`config.mk`:
```
export PLATFORM = sky130hd
export DESIGN_NAME = ldfm_top
export DESIGN_NICKNAME = d
export VERILOG_FILES = /design/src/ldfm_pkg.sv /design/src/ldfm_sync.sv /design/src/ldfm_hyst.sv /design/src/ldfm_top.sv
export SDC_FILE = /design/constraint.sdc
export NUM_CORES = 1
export LEC_CHECK = 0
export BUFFER_PORTS_ARGS = -buffer_cell sky130_fd_sc_hd__buf_4
export CORE_MARGIN = 4
export CORE_UTILIZATION = 61
export DETAILED_ROUTE_END_ITERATION = 8
export PLACE_DENSITY_LB_ADDON = 0.3
export SYNTH_ARGS = -nofsm -noshare
export SYNTH_HDL_FRONTEND = slang
export SYNTH_SLANG_ARGS = --single-unit
```
`constraint.sdc`:
```
create_clock -name clk -period 5.2 [get_ports clk]
set_input_delay 0.52 -clock clk [delete_from_list [all_inputs] [get_ports clk]]
set_output_delay 0.52 -clock clk [all_outputs]
set_load 0.02 [all_outputs]
```
`src/ldfm_pkg.sv`:
```
// Purpose: shared constants and types of the loop converter fault monitor
// Assumes: 20 MHz system clock
// Notes: times are kept in their own units, cycle counts derive from them
package ldfm_pkg;
    localparam int CLK_HZ = 20_000_000;
    localparam int WDOG_TIMEOUT_MS = 1000;
    localparam int WDOG_CYCLES = WDOG_TIMEOUT_MS * (CLK_HZ / 1000);
    localparam int WDOG_W = 25;
    localparam int BLANK_TIME_US = 30;
    localparam int BLANK_CYCLES = (BLANK_TIME_US * CLK_HZ + 999_999) / 1_000_000;
    localparam int BLANK_W = 10;
    localparam int BIT_CNT_W = 6;
    localparam logic [BIT_CNT_W-1:0] FRAME_BITS_STD = 6'h18;
    localparam logic [BIT_CNT_W-1:0] FRAME_BITS_CRC = 6'h20;
    localparam logic [BIT_CNT_W-1:0] BIT_CNT_MAX = 6'h3F;
    localparam logic [1:0] STRAP_SETTLE = 2'h2;
    localparam int NFLAG = 4;
    localparam int FLAG_T100 = 0;
    localparam int FLAG_T140 = 1;
    localparam int FLAG_WARN = 2;
    localparam int FLAG_CRIT = 3;
    localparam int FW_W = 16;
    localparam int FW_COMM = 15;
    localparam int FW_T140 = 14;
    localparam int FW_T100 = 13;
    localparam int FW_WARN = 12;
    localparam int FW_CRIT = 11;
    localparam int ADC_W_DEF = 8;
    localparam int ADC_W_MAX = 11;

    typedef enum logic [1:0] {
        LDFM_RANGE_4_20 = 2'b00,
        LDFM_RANGE_38_21 = 2'b01,
        LDFM_RANGE_32_24 = 2'b10
    } ldfm_range_e;

    typedef enum logic [1:0] {
        LDFM_ALM_DOWN_3P2 = 2'b00,
        LDFM_ALM_UP_22P8 = 2'b01,
        LDFM_ALM_UP_24 = 2'b10
    } ldfm_alarm_e;

    typedef enum logic [2:0] {
        LDFM_REG_1V8 = 3'b000,
        LDFM_REG_2V5 = 3'b001,
        LDFM_REG_3V0 = 3'b010,
        LDFM_REG_3V3 = 3'b011,
        LDFM_REG_5V0 = 3'b100,
        LDFM_REG_9V0 = 3'b101,
        LDFM_REG_12V0 = 3'b110,
        LDFM_REG_UNDEF = 3'b111
    } ldfm_reg_e;

    typedef enum logic [0:0] {
        LDFM_WD_RUN = 1'b0,
        LDFM_WD_EXPIRED = 1'b1
    } ldfm_wd_e;

    function automatic ldfm_range_e ldfm_decode_range(input logic hi, input logic lo);
        case ({hi, lo})
            2'b00: ldfm_decode_range = LDFM_RANGE_4_20;
            2'b10: ldfm_decode_range = LDFM_RANGE_32_24;
            default: ldfm_decode_range = LDFM_RANGE_38_21;
        endcase
    endfunction

    function automatic ldfm_alarm_e ldfm_decode_alarm(input logic up, input ldfm_range_e rng);
        if (!up) begin
            ldfm_decode_alarm = LDFM_ALM_DOWN_3P2;
        end else if (rng == LDFM_RANGE_32_24) begin
            ldfm_decode_alarm = LDFM_ALM_UP_24;
        end else begin
            ldfm_decode_alarm = LDFM_ALM_UP_22P8;
        end
    endfunction
endpackage

```
`src/ldfm_sync.sv`:
```
// Purpose: two-stage synchroniser for pins and comparator levels
// Assumes: inputs are asynchronous levels
// Notes: only the second stage is visible outside
`timescale 1ns/1ps
module ldfm_sync #(
    parameter int W = 1
) (
    input wire logic clk,
    input wire logic rst,
    input wire logic [W-1:0] d,
    output logic [W-1:0] q
);
    typedef struct packed {
        logic [W-1:0] s1;
        logic [W-1:0] s2;
    } ldfm_sync_s;

    ldfm_sync_s s_q;
    ldfm_sync_s s_d;

    if (W < 1) begin : g_bad_w
        $error("ldfm_sync: W must be at least 1");
    end

    always_comb begin
        s_d.s1 = d;
        s_d.s2 = s_q.s1;
    end

    always_ff @(posedge clk) begin
        if (rst) begin
            s_q <= '0;
        end else begin
            s_q <= s_d;
        end
    end

    assign q = s_q.s2;
endmodule

```
`src/ldfm_hyst.sv`:
```
// Purpose: sticky alert flag with separate set and clear levels
// Assumes: set and clear come from synchronised comparators
// Notes: set wins over clear; hold freezes the flag
`timescale 1ns/1ps
module ldfm_hyst (
    input wire logic clk,
    input wire logic rst,
    input wire logic set_lvl,
    input wire logic clr_lvl,
    input wire logic hold,
    output logic flag
);
    typedef struct packed {
        logic flag;
    } ldfm_hyst_s;

    ldfm_hyst_s s_q;
    ldfm_hyst_s s_d;

    always_comb begin
        s_d = s_q;
        if (!hold) begin
            if (set_lvl) begin
                s_d.flag = 1'b1;
            end else if (clr_lvl) begin
                s_d.flag = 1'b0;
            end
        end
    end

    always_ff @(posedge clk) begin
        if (rst) begin
            s_q <= '0;
        end else begin
            s_q <= s_d;
        end
    end

    assign flag = s_q.flag;
endmodule

```
`src/ldfm_top.sv`:
```
// Purpose: fault flags, fault pin, straps, on-chip converter control, watchdog
// Assumes: comparator levels, straps and serial pins are asynchronous
// Notes: all outputs are registered; control bits arrive as plain ports
`timescale 1ns/1ps
//////////////////////////////////////////////////////////////////////////////
// Behaviour
// - two die temperature flags, 100 and 140 degrees
// - upper temperature flag raises fault pin
// - warn flag sets below 0.6, clears above 0.7
// - critical flag sets below 0.3, clears above 0.4
// - critical supply flag raises fault pin
// - range straps decode to three current ranges
// - three regulator straps select seven voltages
// - select bit picks temperature or loop sense
// - measure command powers converter, runs one conversion
// - fault word carries latest conversion result
// - temperature switch blanking; temperature flags in fault word frozen
// - reset loads defaults, holds alarm until programmed
// - alarm level 3.2, 22.8, or 24 mA
// - watchdog on at reset, one second, fault pin
// - direction strap picks upscale or downscale alarm
// - watchdog timeout sets comm flag, forces alarm
module ldfm_top
#(
    parameter int WDOG_LIMIT = ldfm_pkg::WDOG_CYCLES,
    parameter int ADC_W = ldfm_pkg::ADC_W_DEF
) (
    input wire logic clk,
    input wire logic rst,
    input wire logic die_over_100,
    input wire logic die_over_140,
    input wire logic loop_below_0p6,
    input wire logic loop_above_0p7,
    input wire logic loop_below_0p3,
    input wire logic loop_above_0p4,
    input wire logic range_strap_low,
    input wire logic range_strap_high,
    input wire logic regulator_strap_bit0,
    input wire logic regulator_strap_bit1,
    input wire logic regulator_strap_bit2,
    input wire logic alarm_dir_strap,
    input wire logic link_sclk,
    input wire logic link_sync_n,
    input wire logic adc_input_select,
    input wire logic adc_power_ctrl,
    input wire logic auto_readback_en,
    input wire logic measure_cmd,
    input wire logic fault_reg_read,
    input wire logic dac_programmed,
    input wire logic adc_done,
    input wire logic [ADC_W-1:0] adc_result,
    output logic fault_out,
    output logic [ldfm_pkg::FW_W-1:0] fault_word,
    output logic loop_alarm_force,
    output ldfm_pkg::ldfm_alarm_e alarm_level,
    output ldfm_pkg::ldfm_range_e loop_range,
    output ldfm_pkg::ldfm_reg_e regulator_setting,
    output logic regulator_code_valid,
    output logic adc_start,
    output logic adc_power,
    output logic adc_channel,
    output logic fault_pin_blank,
    output logic watchdog_expired
);
    import ldfm_pkg::*;

    localparam logic [WDOG_W-1:0] WD_LAST = WDOG_W'(WDOG_LIMIT - 1);
    localparam logic [BLANK_W-1:0] BLANK_LAST = BLANK_W'(BLANK_CYCLES - 1);

    if (WDOG_LIMIT < 2 || WDOG_LIMIT > (2 ** WDOG_W) - 1) begin : g_bad_wdog
        $error("ldfm_top: WDOG_LIMIT out of range");
    end
    if (ADC_W < 1 || ADC_W > ADC_W_MAX) begin : g_bad_adc
        $error("ldfm_top: ADC_W out of range");
    end

    typedef struct packed {
        logic [1:0] strap_wait;
        logic strap_taken;
        ldfm_range_e range;
        ldfm_reg_e reg_set;
        logic reg_valid;
        ldfm_alarm_e alarm_lvl;
        logic sclk_prev;
        logic sync_n_prev;
        logic [BIT_CNT_W-1:0] bit_cnt;
        logic frame_ok;
        ldfm_wd_e wd_state;
        logic [WDOG_W-1:0] wd_cnt;
        logic comm_loss;
        logic alarm_force;
        logic busy;
        logic adc_start;
        logic adc_power;
        logic adc_chan;
        logic [ADC_W-1:0] result;
        logic blank;
        logic [BLANK_W-1:0] blank_cnt;
        logic fault;
        logic [FW_W-1:0] fault_word;
    } ldfm_top_s;

    ldfm_top_s s_q;
    ldfm_top_s s_d;

    //////////////////////////////////////////////////////////////////////////
    // synchronisers and alert flags
    logic [13:0] raw;
    logic [13:0] syn;
    logic [NFLAG-1:0] flag;
    logic [NFLAG-1:0] set_vec;
    logic [NFLAG-1:0] clr_vec;
    logic [NFLAG-1:0] hold_vec;

    assign raw = {alarm_dir_strap, regulator_strap_bit2, regulator_strap_bit1,
                  regulator_strap_bit0, range_strap_high, range_strap_low,
                  link_sclk, link_sync_n, die_over_140, die_over_100,
                  loop_above_0p7, loop_below_0p6, loop_above_0p4, loop_below_0p3};

    ldfm_sync #(.W(14)) u_sync (
        .clk(clk),
        .rst(rst),
        .d(raw),
        .q(syn)
    );

    logic below03_s, above04_s, below06_s, above07_s, t100_s, t140_s;
    logic sync_n_s, sclk_s;
    assign below03_s = syn[0];
    assign above04_s = syn[1];
    assign below06_s = syn[2];
    assign above07_s = syn[3];
    assign t100_s = syn[4];
    assign t140_s = syn[5];
    assign sync_n_s = syn[6];
    assign sclk_s = syn[7];

    // temperature flags follow the die, frozen while blanking
    assign set_vec = {below03_s, below06_s, t140_s, t100_s};
    assign clr_vec = {above04_s, above07_s, ~t140_s, ~t100_s};
    assign hold_vec = {1'b0, 1'b0, s_q.blank, s_q.blank};

    for (genvar i = 0; i < NFLAG; i++) begin : g_flag
        ldfm_hyst u_hyst (
            .clk(clk),
            .rst(rst),
            .set_lvl(set_vec[i]),
            .clr_lvl(clr_vec[i]),
            .hold(hold_vec[i]),
            .flag(flag[i])
        );
    end

    //////////////////////////////////////////////////////////////////////////
    // next state
    always_comb begin
        s_d = s_q;
        s_d.adc_start = 1'b0;
        s_d.frame_ok = 1'b0;
        s_d.sclk_prev = sclk_s;
        s_d.sync_n_prev = sync_n_s;

        // straps taken once they have settled through the synchroniser
        if (!s_q.strap_taken) begin
            if (s_q.strap_wait == STRAP_SETTLE) begin
                s_d.strap_taken = 1'b1;
                s_d.range = ldfm_decode_range(syn[9], syn[8]);
                s_d.reg_set = ldfm_reg_e'(syn[12:10]);
                s_d.reg_valid = (syn[12:10] != LDFM_REG_UNDEF);
                s_d.alarm_lvl = ldfm_decode_alarm(syn[13],
                    ldfm_decode_range(syn[9], syn[8]));
            end else begin
                s_d.strap_wait = s_q.strap_wait + 2'h1;
            end
        end

        // frame length check on the serial pins
        if (!sync_n_s && s_q.sclk_prev && !sclk_s && s_q.bit_cnt != BIT_CNT_MAX) begin
            s_d.bit_cnt = s_q.bit_cnt + 6'h01;
        end
        if (!sync_n_s && s_q.sync_n_prev) begin
            s_d.bit_cnt = '0;
        end
        if (sync_n_s && !s_q.sync_n_prev) begin
            s_d.frame_ok = (s_q.bit_cnt == FRAME_BITS_STD) || (s_q.bit_cnt == FRAME_BITS_CRC);
        end

        // clears first so that a same-cycle set wins
        if (fault_reg_read) begin
            s_d.comm_loss = 1'b0;
        end
        if (dac_programmed) begin
            s_d.alarm_force = 1'b0;
        end

        // watchdog, stalls after timeout until fault word is read
        case (s_q.wd_state)
            LDFM_WD_RUN: begin
                if (s_q.frame_ok) begin
                    s_d.wd_cnt = '0;
                end else if (s_q.wd_cnt == WD_LAST) begin
                    s_d.wd_state = LDFM_WD_EXPIRED;
                    s_d.comm_loss = 1'b1;
                    s_d.alarm_force = 1'b1;
                end else begin
                    s_d.wd_cnt = s_q.wd_cnt + 25'h0000001;
                end
            end
            LDFM_WD_EXPIRED: begin
                if (fault_reg_read) begin
                    s_d.wd_state = LDFM_WD_RUN;
                    s_d.wd_cnt = '0;
                end
            end
            default: begin
                s_d.wd_state = LDFM_WD_RUN;
            end
        endcase

        // converter control
        if (adc_done) begin
            s_d.result = adc_result;
            s_d.busy = 1'b0;
        end
        if (measure_cmd || (adc_power_ctrl && auto_readback_en && s_q.frame_ok)) begin
            s_d.adc_start = 1'b1;
            s_d.busy = 1'b1;
        end
        s_d.adc_power = adc_power_ctrl | s_d.busy;
        s_d.adc_chan = adc_input_select;

        // blanking after loop-to-temperature switch
        if (s_q.adc_chan && !adc_input_select) begin
            s_d.blank = 1'b1;
            s_d.blank_cnt = BLANK_LAST;
        end else if (s_q.blank) begin
            if (s_q.blank_cnt == '0) begin
                s_d.blank = 1'b0;
            end else begin
                s_d.blank_cnt = s_q.blank_cnt - 10'h001;
            end
        end

        // fault pin ignores the 100 degree and warn flags
        s_d.fault = flag[FLAG_T140] | flag[FLAG_CRIT] | s_q.comm_loss;

        s_d.fault_word = '0;
        s_d.fault_word[FW_COMM] = s_q.comm_loss;
        s_d.fault_word[FW_T140] = flag[FLAG_T140];
        s_d.fault_word[FW_T100] = flag[FLAG_T100];
        s_d.fault_word[FW_WARN] = flag[FLAG_WARN];
        s_d.fault_word[FW_CRIT] = flag[FLAG_CRIT];
        s_d.fault_word[ADC_W-1:0] = s_q.result;
    end

    always_ff @(posedge clk) begin
        if (rst) begin
            s_q <= '0;
            s_q.alarm_force <= 1'b1;
            s_q.sync_n_prev <= 1'b1;
            s_q.wd_state <= LDFM_WD_RUN;
        end else begin
            s_q <= s_d;
        end
    end

    //////////////////////////////////////////////////////////////////////////
    // outputs
    assign fault_out = s_q.fault;
    assign fault_word = s_q.fault_word;
    assign loop_alarm_force = s_q.alarm_force;
    assign alarm_level = s_q.alarm_lvl;
    assign loop_range = s_q.range;
    assign regulator_setting = s_q.reg_set;
    assign regulator_code_valid = s_q.reg_valid;
    assign adc_start = s_q.adc_start;
    assign adc_power = s_q.adc_power;
    assign adc_channel = s_q.adc_chan;
    assign fault_pin_blank = s_q.blank;
    assign watchdog_expired = (s_q.wd_state == LDFM_WD_EXPIRED);
endmodule

```
Word-level counts from Yosys, hierarchy flattened
Cells that the tools add are included.
W data, S select, Z words.
Word-level totals
  bits in registers: 120
  input port bits: 31
  logic and storage cells: 112
  output and inout port bits: 31
Operators by class
  reduce and logical (&&, ||, !) cells: 27
  mux-type cells: 31
  equality and inequality tests: 11
  $add $sub $neg: 4
  bitwise operators: 8
Operators by type and width (number)
  $pmux W26 S2: 1
  $mux W25: 2
  $mux W11: 3
  $mux W26: 1
  $add A25 B1 Y25 const B: 1
  $eq A25 B25 Y1 const B: 1
  $mux W2: 9
  $mux W1: 12
  $logic_not A10 Y1: 1
  $mux W10: 1
  $reduce_and A2 Y1: 5
  $sub A10 B1 Y10 const B: 1
  $mux W9: 1
  $logic_and A1 B1 Y1: 8
  $add A6 B1 Y6 const B: 1
  $eq A2 B2 Y1 const B: 3
  $eq A6 B5 Y1 const B: 1
  $eq A6 B6 Y1 const B: 1
  $ne A3 B3 Y1 const B: 2
  $ne A6 B6 Y1 const B: 1
  $reduce_bool A2 Y1: 3
  $reduce_or A2 Y1: 3
  $not A1 Y1: 5
  $logic_not A1 Y1: 4
  6 further kinds: 10

Depth between registers and ports, before layout
Gate-level depths: netlist of the first run.
  depth after elaboration: 9
  mapped depth: 10
  mapped depth without buffers: 8

Cells and area by module
A second synthesis of the first run with hierarchy kept.
Unflattened totals
  cell total of the unflattened synthesis: 500
  area total of the unflattened synthesis: 4742.0 um2
By module, submodules not included
  ldfm_top: cells an instance 422, times used 1, area an instance 3783.6 um2, seq. area each 1701.6 um2
  ldfm_sync: cells an instance 58, times used 1, area an instance 778.2 um2, seq. area each 560.5 um2
  ldfm_hyst: cells an instance 5, times used 4, area an instance 45.0 um2, seq. area each 20.0 um2

Worst setup path before layout of the first run
Ideal clock, no wire load.
  path kind: reg2reg
  start: register s_q[42] (netlist name)
  end: register s_q[52] (netlist name)
  data required time: 5113 ps
  cell stages (with the launch flop): 11
  data arrival time: 1830 ps
  library setup time: 87 ps
  path buffers: 2
  clock period less this slack: 1917 ps
  path slack: 3283 ps
  cells stage by stage: dfxtp_1 > ha_1 > nand4_2 > nor3_4 > a31oi_4 > or2_1 > buf_6 > inv_8 > buf_12 > o21ai_0 > o31ai_1
Between the ends
  word-level cells in the longest chain between the ends: 4
  elaborated cells between the ends (all ways): 7
  classes of those cells: 1 x add/sub; 2 x eq/ne; 3 x mux; 1 x reduce/logical
RTL lines
  from (decl): line ldfm_top.sv:103  | ldfm_top_s s_q;
  $add A25 B1 Y25: line ldfm_top.sv:206  | s_d.wd_cnt = s_q.wd_cnt + 25'h0000001;
  $mux W25: line ldfm_top.sv:201  | end else if (s_q.wd_cnt == WD_LAST) begin
  $mux W25: line ldfm_top.sv:199  | if (s_q.frame_ok) begin
  $pmux W26 S2: line ldfm_top.sv:197  | case (s_q.wd_state)
Several ways; a longest one is shown, not always the timed one. The select of a mux whose other input is x is not followed.
A chain may end at the register's enable or synchronous reset.

Final worst setup path of the first run
  start: register s_q[42] (netlist name)
  end: register s_q[50] (netlist name)
The elaborated chain is that of the path after synthesis.

==> reports/metrics.cfg, run 1 <==
[run_status]
status = completed

[global_routing]
grt.overflow.total = 0
grt_max_degree = 82
grt_pass1_wl_um = 14600
grt_use_total = 0.210
grt_pass1_vias = 3230
antenna_found_initial = 0

[yosys]
yosysWarnings = 0
synthSimpleGateAreaFrac = 0.233
synth_top_family_by_area = simple AND/OR/NAND/NOR gates
synth.cell_area_sq_um = 4650
syn-instance-count = 487
avgSynthCellArea_sq_um = 9.55
synth_seq_cells = 117
synth_edf_count = 0
synth_cell_types = 58
synth_fa_ha_area_frac = 0.0134
synthFlopType = dfxtp_1
synth_mux_area_frac = 0.0328
ys_seq_area_frac = 0.503
async_flop_share = 0
synth_xor_area_frac = 0.0301
synth-compound-area-share = 0.111

[routing]
wl_um = 8910
ant_nets = 0
wl_per_cell_um = 14.0
via_per_inst = 5.38
vias = 3429
dr.pass1.iters = 5
drc_errors = 0
drt_first_iter_violations = 188

[clock_network]
clk_pin_slew_worst_paths_ns = 0.06
cts_tree = built
cts_root_buf = clkbuf_8
clock_path_buffers = 2
ctsHtreeMaxLevel = 4
cts_buffers = 17
cts.sinks = 117
postCtsSetupBuffers = 0
hold_buffers = 0
worstSkewPairLatency_ns = 0.51
cts_resized = 0

[timing]
relSlewSlack = 0.410
fmax_mhz = 443
rsz0062_at_grt = false
finalWorstSetupSlack_ns = 2.94
setup_tns_ns = 0
tightest_slew_ns = 0.876
min_period_over_period = 0.435
timing.final.hold_violations = 0
clock-skew-final_ns = 0.00623
setup_viol = 0
min_period_ns = 2.26
slew_viol_final = 0

[setup_path]
cp_cell_sequence = ha_1, nand4_2, nor3_4, a31oi_4, or2_1, inv_8, o21ai_0, o21ai_0
critical_path_arrival_ns = 2.69
end_kind = register
critPathMaxStageDelay_ns = 0.39
worst_path_most_repeated_cell = o21ai_0
worstPathRequired_ns = 5.63
crit_type = register to register
cp_slowest_cell = or2_1
reg2regPathDepth = 8
crit_fanout = 18
start_kind = register

[hold_path]
hold_path_class = input pin to register
holdPathStages = 2

[floorplanning]
initial_core_util = 0.635
core_sq_um = 7330
die_area_sq_um = 9090
dieWidth_um = 95.3
die_h_um = 95.3
ios = 62
rows = 31

[power_and_ir_drop]
irDropWorstVdd_mv = 0.307
power_density_nw_per_um2 = 410
p_leak_nw = 2.24
power.total_w = 0.00226

[layout]
design_area_sq_um = 5510
synthToLayoutAreaGrowth_pct = 18.5
regArea_sq_um = 2340
fin_cells = 637
layout.nets = 561
layout-drive-gt1-share = 0.212
fill_cells = 514
num_antenna_cells = 0
multi_input_area_sq_um = 1970

[flow_run]
cap_viol_max_count = 0

[place]
place_area_sq_um = 4940
globalplace.congestion = 0.868
numPortBuffers = 58
placed_cells = 605
pre_cts_slack_ns = 2.63
hpwl_um = 5920

## power breakdown
| part | total, W | switching (W) | leakage (nW) | internal [W] |
|---|---|---|---|---|
| clock | 0.00111 | 0.000417 | 0.278 | 0.000697 |
| sequential | 0.000964 | 0.0000244 | 0.957 | 0.000940 |
| combinational | 0.000180 | 0.0000981 | 1.00 | 0.0000816 |
## per-stage QoR
step	hold WS [ns]	utilization
floorplan	0.413	-
global placement	0.417	0.673
detailed placement	0.423	0.673
CTS	0.200	0.752
global route	0.204	0.752
finish	0.215	0.752
## routing by layer
| layer | GRT usage | part of all wire | wire (um) | vias to the layer above |
|---|---|---|---|---|
| met5 | 0 | 0 | 0 | - |
| met4 | 0.0781 | 0.012 | 107 | 0 |
| met3 | 0.0616 | 0.058 | 517 | 13 |
| met2 | 0.358 | 0.50 | 4430 | 105 |
| met1 | 0.251 | 0.43 | 3850 | 1593 |
| li1 | - | - | - | 1718 |
## worst max-delay path, delay by kind of cell (launching register included)
kind / cells / cell delay [ns]
AOI/OAI and AO/OA: 3 / 0.35
adders and majority gates: 1 / 0.30
buffers and inverters: 1 / 0.19
DFF: 1 / 0.38
and+or+nand+nor: 3 / 0.95
## Yosys cell counts (2+ instances only)
master    instances  share of area
mux2i_1          13          0.028
nand3b_1          2         0.0032
nand3_1          15          0.016
and3_1            6         0.0081
nand4_1           7         0.0094
ha_1              5          0.013
buf_4            23          0.037
clkbuf_1         10         0.0081
buf_6             3         0.0073
o21ai_0          10          0.011
nor4_1            7         0.0094
a22o_1            4         0.0075
or3_1             2         0.0027
xor2_1            6          0.011
mux2_2            2         0.0048
nor3_1            7         0.0075
a31oi_1          10          0.013
a21oi_1          31          0.033
xnor2_1          10          0.019
nand2b_1          8          0.011
nand2_1          34          0.027
dfxtp_1         117           0.50
nor4b_2           2         0.0065
buf_1             3         0.0024
a311oi_1          2         0.0038
inv_1            12         0.0097
a21o_1            4         0.0065
nor2b_1          46          0.062
nor2_1           51          0.041
a41oi_1           4         0.0075
a21oi_2           4         0.0075
## cell usage in the layout, fill, tap and decap left out, types with 2 or more instances in the layout
| master | instances |
|---|---|
| ha_1 | 5 |
| nor2b_1 | 46 |
| a311oi_1 | 2 |
| nand2_1 | 34 |
| dfxtp_1 | 117 |
| buf_4 | 59 |
| clkinv_4 | 2 |
| nor3_1 | 7 |
| xnor2_1 | 10 |
| a22o_1 | 4 |
| a41oi_1 | 4 |
| bufinv_16 | 2 |
| nor2_1 | 51 |
| o21ai_0 | 10 |
| a21oi_1 | 30 |
| inv_6 | 4 |
| nor4b_2 | 2 |
| mux2i_1 | 13 |
| a31oi_1 | 10 |
| nand4_1 | 7 |
| and3_1 | 6 |
| nor4_1 | 7 |
| a21o_1 | 4 |
| mux2_2 | 2 |
| clkinv_2 | 3 |
| xor2_1 | 6 |
| conb_1 | 3 |
| clkbuf_8 | 2 |
| a21oi_2 | 5 |
| nand3_1 | 15 |
| or3_1 | 2 |
| inv_1 | 12 |
| nand3b_1 | 2 |
| clkbuf_16 | 16 |
| clkinvlp_4 | 3 |
| nand2b_1 | 8 |
## cells by family after synthesis
group,count (synthesis)
compound gates,77
buf+inv,55
xor+xnor,16
simple gates,201
mux,15
other cells,1
fa+ha+maj,5
flops,117
## sequential cells by signal (all words and copies together), names as in the netlist, 2 cells and up
signal              cells
u_sync.q               14
alarm_level             2
loop_range              2
u_sync.s_d             14
g_flag.u_hyst.flag      4
fault_word             13
s_d                     9
regulator_setting       3
s_q                    48
## path summary, 6_finish.rpt
| kind | startpoint | endpoint | slack [ns] |
|---|---|---|---|
| setup / recovery | s_q[42]$_SDFFE_PP0P_ | s_q[50]$_SDFFE_PP0P_ | 2.94 |
| hold / removal | loop_above_0p7 | u_sync.s_d[3]$_SDFF_PP0_ | 0.21 |
| setup reg to reg | s_q[42]$_SDFFE_PP0P_ | s_q[50]$_SDFFE_PP0P_ | 2.94 |
| hold reg to reg | u_sync.s_d[2]$_SDFF_PP0_ | u_sync.q[2]$_SDFF_PP0_ | 0.43 |
## area by class of cell
| class | instances | area share |
|---|---|---|
| sequential | 117 | 0.425 |
| multi-input combinational | 317 | 0.357 |
| timing repair buffer | 59 | 0.0803 |
| clock inverter | 14 | 0.0272 |
| inverter | 13 | 0.0102 |
| tap | 99 | 0.0225 |
| clock buffer | 18 | 0.0776 |
Power figures use the tool's default switching activity.
==> run 2, diff against run 1 <==
--- a/config.mk
+++ b/config.mk
@@ -5,9 +5,10 @@
 export SDC_FILE = /design/constraint.sdc
 export NUM_CORES = 1
 export LEC_CHECK = 0
+export ABC_AREA = 1
 export BUFFER_PORTS_ARGS = -buffer_cell sky130_fd_sc_hd__buf_4
 export CORE_MARGIN = 4
-export CORE_UTILIZATION = 61
+export CORE_UTILIZATION = 52
 export DETAILED_ROUTE_END_ITERATION = 8
 export PLACE_DENSITY_LB_ADDON = 0.3
 export SYNTH_ARGS = -nofsm -noshare
==> constraint.sdc (replaced) <==
create_clock -name clk -period 2 [get_ports clk]
set_input_delay 0.2 -clock clk [delete_from_list [all_inputs] [get_ports clk]]
set_output_delay 0.2 -clock clk [all_outputs]
set_load 0.02 [all_outputs]
==> reports/metrics.cfg, run 2 <==
[timing]
finalWorstSetupSlack_ns = 0.222  ; was 2.94 ns
clock-skew-final_ns = 0.00700  ; was 0.00623 ns
setup_tns_ns = 0  ; unchanged
min_period_ns = 1.78  ; was 2.26 ns
relSlewSlack = 0.666  ; was 0.410
fmax_mhz = 562  ; was 443 MHz
slew_viol_final = 0  ; unchanged
setup_viol = 0  ; unchanged
tightest_slew_ns = 0.501  ; was 0.876 ns
timing.final.hold_violations = 0  ; unchanged
min_period_over_period = 0.889  ; was 0.435
rsz0062_at_grt = false  ; unchanged

[floorplanning]
rows = 35  ; was 31
initial_core_util = 0.539  ; was 0.635
ios = 62  ; unchanged
dieWidth_um = 106  ; was 95.3 um
die_h_um = 106  ; was 95.3 um
core_sq_um = 9330  ; was 7330 sq um
die_area_sq_um = 11300  ; was 9090 sq um

[layout]
largest-register = s_q  ; unchanged
num_antenna_cells = 0  ; unchanged
final_common_cell = nand2_1  ; was dfxtp_1
largest_reg_flops = 48  ; unchanged
regArea_sq_um = 2340  ; unchanged
final_cell_mix = nand2_1, inv_1, dfxtp_1  ; was dfxtp_1, buf_4, nor2_1
synthToLayoutAreaGrowth_pct = 24.8  ; was 18.5%
layout-drive-gt1-share = 0.160  ; was 0.212
fill_cells = 769  ; was 514
multi_input_area_sq_um = 2000  ; was 1970 sq um
layout.nets = 794  ; was 561

[place]
pre_cts_slack_ns = 0.245  ; was 2.63 ns
numPortBuffers = 58  ; unchanged
globalplace.congestion = 0.926  ; was 0.868
hpwl_um = 7690  ; was 5920 um

[yosys]
synth_edf_count = 0  ; unchanged
avgSynthCellArea_sq_um = 7.36  ; was 9.55 sq um
synth_area_leader_cell = dfxtp_1  ; unchanged
yosys.cell_count.top_type = nand2_1  ; was dfxtp_1
synth_seq_cells = 117  ; unchanged
synthFlopType = dfxtp_1  ; unchanged
synth.top_cell.area_share = 0.466  ; was 0.503
synth_commonest_cells = nand2_1, dfxtp_1, inv_1  ; was dfxtp_1, nor2_1, nor2b_1
yosysWarnings = 0  ; unchanged
syn-instance-count = 683  ; was 487
ys_seq_area_frac = 0.466  ; was 0.503
async_flop_share = 0  ; unchanged
synth_area_leaders = dfxtp_1, nand2_1, inv_1  ; was dfxtp_1, nor2b_1, nor2_1
synth_cell_types = 42  ; was 58
synth.cell_area_sq_um = 5030  ; was 4650 sq um

[routing]
wl_um = 11300  ; was 8910 um
vias = 4430  ; was 3429
dr.pass1.iters = 6  ; was 5
via_per_inst = 4.92  ; was 5.38
drt_first_iter_violations = 383  ; was 188
wl_per_cell_um = 12.6  ; was 14.0 um
drc_errors = 0  ; unchanged
ant_nets = 0  ; unchanged

[power_and_ir_drop]
p_leak_nw = 2.90  ; was 2.24 nW
irDropWorstVdd_mv = 0.508  ; was 0.307 mV
power_density_nw_per_um2 = 953  ; was 410 nW/um^2

[clock_network]
cts_buffers = 17  ; unchanged
clk_pin_slew_worst_paths_ns = 0.06  ; about the same
clock_path_buffers = 2  ; unchanged
cts_root_buf = clkbuf_8  ; unchanged
cts.sinks = 117  ; unchanged
worstSkewPairLatency_ns = 0.50  ; was 0.51 ns
cts_tree = built  ; unchanged
ctsHtreeMaxLevel = 4  ; unchanged
postCtsSetupBuffers = 0  ; unchanged

[setup_path]
end_kind = register  ; unchanged
start_kind = register  ; unchanged
crit_start = s_q[42]$_SDFFE_PP0P_  ; unchanged
rrSetupSlack_ns = 0.22  ; was 2.94 ns
critical_path_arrival_ns = 2.21  ; was 2.69 ns
crit_end = s_q[65]$_SDFFE_PP0P_  ; was s_q[50]$_SDFFE_PP0P_
crit_fanout = 15  ; was 18
timing.rr.start = s_q[42]$_SDFFE_PP0P_  ; unchanged
reg2regPathDepth = 11  ; was 8
crit_type = register to register  ; unchanged
worstPathRequired_ns = 2.43  ; was 5.63 ns
rr_endpoint = s_q[65]$_SDFFE_PP0P_  ; was s_q[50]$_SDFFE_PP0P_

[hold_path]
hold_path_class = input pin to register  ; unchanged

[global_routing]
grt_pass1_wl_um = 19000  ; was 14600 um
antenna_found_initial = 0  ; unchanged
grt_pass1_vias = 4208  ; was 3230
grt_max_degree = 71  ; was 82
grt_use_total = 0.206  ; was 0.210
grt.overflow.total = 0  ; unchanged

[run_status]
status = completed  ; unchanged

[flow_run]
cap_viol_max_count = 0  ; unchanged

==> run 2: what timing repair did <==
item / CTS / global route
hold buffers: 26 / 0
resized for setup: 0 / 0
endpoints found under the hold margin: 24 / 0
==> run 2: logic make-up after synthesis <==
| kind of cell | share of synthesized area |
|---|---|
| simple gates | 0.279 |
| buf+inv | 0.138 |
| flops | 0.466 |
| compound gates | 0.0931 |
| fa+ha+maj | 0.0124 |
| xor+xnor | 0.00871 |
| other cells | 0.000746 |
| mux | 0.00199 |
==> run 2: critical path: stages, from the launching register on <==
cell and delay, ns:
dfxtp_1 0.37, ha_1 0.20, nand2_1 0.11, nor2_4 0.18, nand2_4 0.09, nor2_4 0.14
nand2_4 0.11, nand2_8 0.15, nand2_4 0.11, inv_4 0.12, nand2_1 0.05, o21ai_1 0.06
==> run 2: how the worst min path moves through the flow <==
stage / from / end / slack [ns] / depth (start not counted)
2_1_floorplan: loop_below_0p3 / u_sync.s_d[0]$_SDFF_PP0_ / 0.31 / 2
5_1_grt: adc_result[7] / s_d[7]$_SDFFE_PP0P_ / 0.03 / 3
6_report: adc_result[7] / s_d[7]$_SDFFE_PP0P_ / 0.02 / 3
3_3_place_gp: u_sync.s_d[11]$_SDFF_PP0_ / u_sync.q[11]$_SDFF_PP0_ / 0.39 / 2
4_1_cts: adc_result[1] / s_d[1]$_SDFFE_PP0P_ / 0.008 / 3
3_5_place_dp: u_sync.s_d[5]$_SDFF_PP0_ / u_sync.q[5]$_SDFF_PP0_ / 0.40 / 2
==> run 2: area by class of cell <==
type	instances	share of cell area
clock buffer	17	0.0660
clock inverter	15	0.0229
inverter	120	0.0722
multi-input combinational	411	0.319
sequential	117	0.373
tap	129	0.0257
timing repair buffer	91	0.121
==> run 2: power by group <==
group / total, W / leakage, nW / internal, W / switching, W
logic: 0.000634 / 1.68 / 0.000268 / 0.000366
clock network: 0.00281 / 0.268 / 0.00167 / 0.00113
registers: 0.00254 / 0.958 / 0.00247 / 0.0000661
total: 0.00598 / 2.90 / 0.00441 / 0.00157
==> run 2: metal layers <==
metal	vias to the layer above	track usage	routed length (um)
met2	144	0.348	5440
li1	2270	-	-
met1	2003	0.263	5090
met5	-	0	0
met3	13	0.0504	652
met4	0	0.0546	125
==> run 2: stage by stage <==
stage | instances | area (sq um) | total power (W) | hold WS (ns) | util
floorplan | 685 | 5040 | 0.00300 | 0.307 | -
global placement | 842 | 5460 | 0.00315 | 0.390 | 0.585
detailed placement | 842 | 5460 | 0.00317 | 0.397 | 0.585
CTS | 900 | 6270 | 0.00603 | 0.00835 | 0.673
global route | 900 | 6270 | 0.00623 | 0.0278 | 0.673
finish | 900 | 6270 | 0.00598 | 0.0179 | 0.673
==> run 3, diff against run 2 <==
==> constraint.sdc (replaced) <==
create_clock -name clk -period 2 [get_ports clk]
set_input_delay 0.4 -clock clk [delete_from_list [all_inputs] [get_ports clk]]
set_output_delay 0.4 -clock clk [all_outputs]
set_load 0.02 [all_outputs]
==> reports/metrics.cfg, run 3 (synthesized netlist as in run 2, its figures left out) <==
[power_and_ir_drop]
irDropWorstVdd_mv = 0.485  ; was 0.508 mV
power.total_w = 0.00612  ; was 0.00598 W
power_density_nw_per_um2 = 1010  ; was 953 nW/um^2
p_leak_nw = 2.83  ; was 2.90 nW

[layout]
largest_reg_flops = 48  ; unchanged
layout.nets = 772  ; was 794
final_cell_mix = nand2_1, inv_1, dfxtp_1  ; unchanged
largest-register = s_q  ; unchanged
layout-drive-gt1-share = 0.170  ; was 0.160
final_common_cell = nand2_1  ; unchanged
num_antenna_cells = 0  ; unchanged
synthToLayoutAreaGrowth_pct = 20.7  ; was 24.8%
fin_util = 0.651  ; was 0.673
design_area_sq_um = 6070  ; was 6270 sq um

[floorplanning]
initial_core_util = 0.539  ; unchanged
rows = 35  ; unchanged
ios = 62  ; unchanged
core_sq_um = 9330  ; unchanged
die_area_sq_um = 11300  ; unchanged
dieWidth_um = 106  ; unchanged
die_h_um = 106  ; unchanged

[routing]
wl_um = 11100  ; was 11300 um
wl_per_cell_um = 12.7  ; was 12.6 um
via_per_inst = 4.95  ; was 4.92
ant_nets = 0  ; unchanged
dr.pass1.iters = 5  ; was 6
vias = 4348  ; was 4430
drc_errors = 0  ; unchanged
drt_first_iter_violations = 318  ; was 383

[run_status]
status = completed  ; unchanged

[flow_run]
cap_viol_max_count = 0  ; unchanged

[setup_path]
timing.rr.start = s_q[17]$_SDFFE_PP0P_  ; was s_q[42]$_SDFFE_PP0P_
end_kind = register  ; unchanged
rrSetupSlack_ns = 0.18  ; was 0.22 ns
critical_path_arrival_ns = 2.23  ; was 2.21 ns
worstPathRequired_ns = 2.41  ; was 2.43 ns
start_kind = register  ; unchanged
crit_fanout = 10  ; was 15
cp_slowest_cell = dfxtp_1  ; unchanged
critPathMaxStageDelay_ns = 0.31  ; was 0.37 ns
cp_cell_sequence = inv_1, ha_1, nand2_1, nor2_1, nand4_1, nand2_2, inv_1, nand3_1, nand2_1, nand2_1, nor2_1  ; was ha_1, nand2_1, nor2_4, nand2_4, nor2_4, nand2_4, nand2_8, nand2_4, inv_4, nand2_1, o21ai_1
worst_path_most_repeated_cell = nand2_1  ; was nand2_4
crit_type = register to register  ; unchanged
crit_start = s_q[17]$_SDFFE_PP0P_  ; was s_q[42]$_SDFFE_PP0P_

[timing]
setup_tns_ns = 0  ; unchanged
fmax_mhz = 550  ; was 562 MHz
timing.final.hold_violations = 0  ; unchanged
setup_viol = 0  ; unchanged
finalWorstSetupSlack_ns = 0.181  ; was 0.222 ns
slew_viol_final = 0  ; unchanged
rsz0062_at_grt = false  ; unchanged
min_period_over_period = 0.909  ; was 0.889
clock-skew-final_ns = 0.00789  ; was 0.00700 ns
min_period_ns = 1.82  ; was 1.78 ns

[place]
numPortBuffers = 58  ; unchanged
place_area_sq_um = 5470  ; was 5460 sq um
hpwl_um = 7840  ; was 7690 um
pre_cts_slack_ns = 0.235  ; was 0.245 ns
globalplace.congestion = 0.907  ; was 0.926

[clock_network]
cts_root_buf = clkbuf_8  ; unchanged
cts_resized = 0  ; unchanged
clk_pin_slew_worst_paths_ns = 0.06  ; about the same
postCtsSetupBuffers = 0  ; unchanged
worstSkewPairLatency_ns = 0.51  ; was 0.50 ns
clock_path_buffers = 2  ; unchanged
cts_tree = built  ; unchanged
hold_buffers = 0  ; was 26
ctsHtreeMaxLevel = 4  ; unchanged
cts.sinks = 117  ; unchanged
cts_buffers = 17  ; unchanged

[hold_path]
hold_path_class = input pin to register  ; unchanged
min_from = die_over_100  ; was adc_result[7]

[global_routing]
grt_max_degree = 34  ; was 71
grt.overflow.total = 0  ; unchanged
grt_pass1_vias = 4067  ; was 4208
grt_use_total = 0.203  ; was 0.206
antenna_found_initial = 0  ; unchanged
grt_pass1_wl_um = 18500  ; was 19000 um

==> run 3: cell types whose count changed in the layout (fill, tap and decap cells not counted), moves of 2 or more <==
cell	previous run	this run
inv_8	1	3
dlygate4sd3_1	26	0
inv_6	6	2
clkinvlp_4	3	1
clkinv_4	2	5
buf_4	64	69
==> run 3: worst paths after layout <==
| path | endpoint | cells after the start |
|---|---|---|
| setup / recovery | s_q[25]$_SDFFE_PP0P_ | 11 |
| hold / removal | u_sync.s_d[4]$_SDFF_PP0_ | 3 |
| setup reg to reg | s_q[25]$_SDFFE_PP0P_ | 11 |
| hold reg to reg | u_sync.q[5]$_SDFF_PP0_ | 2 |
==> run 3: per-stage QoR <==
step                hold slack [ns]  instances
finish                       0.0853        878
global placement              0.390        846
detailed placement            0.396        846
CTS                          0.0704        878
floorplan                     0.388        685
global route                 0.0902        878
==> run 3: layout make-up <==
class	instances	area, sq um
Fill cell	787	3260
Clock buffer	18	428
Clock inverter	14	168
Multi-Input combinational cell	411	2000
Timing Repair Buffer	69	518
Inverter	120	453
Tap cell	129	161
Sequential cell	117	2340
==> run 3: critical path, delay by kind of cell (launching register included) <==
| kind | cells | cell delay (ns) |
|---|---|---|
| fa+ha+maj | 1 | 0.22 |
| buf+inv | 2 | 0.21 |
| simple gates | 8 | 0.97 |
| flops | 1 | 0.31 |
==> run 3: power breakdown <==
part | internal [W] | switching, W
Combinational | 0.000235 | 0.000358
Sequential | 0.00247 | 0.0000675
Clock | 0.00184 | 0.00115
==> run 3: routing by layer <==
metal / up-vias / global-route usage / share of wire
li1: 2224 / - / -
met1: 1972 / 0.252 / 0.45
met2: 133 / 0.339 / 0.47
met3: 19 / 0.0504 / 0.067
met4: 0 / 0.0759 / 0.015
met5: - / 0 / 0
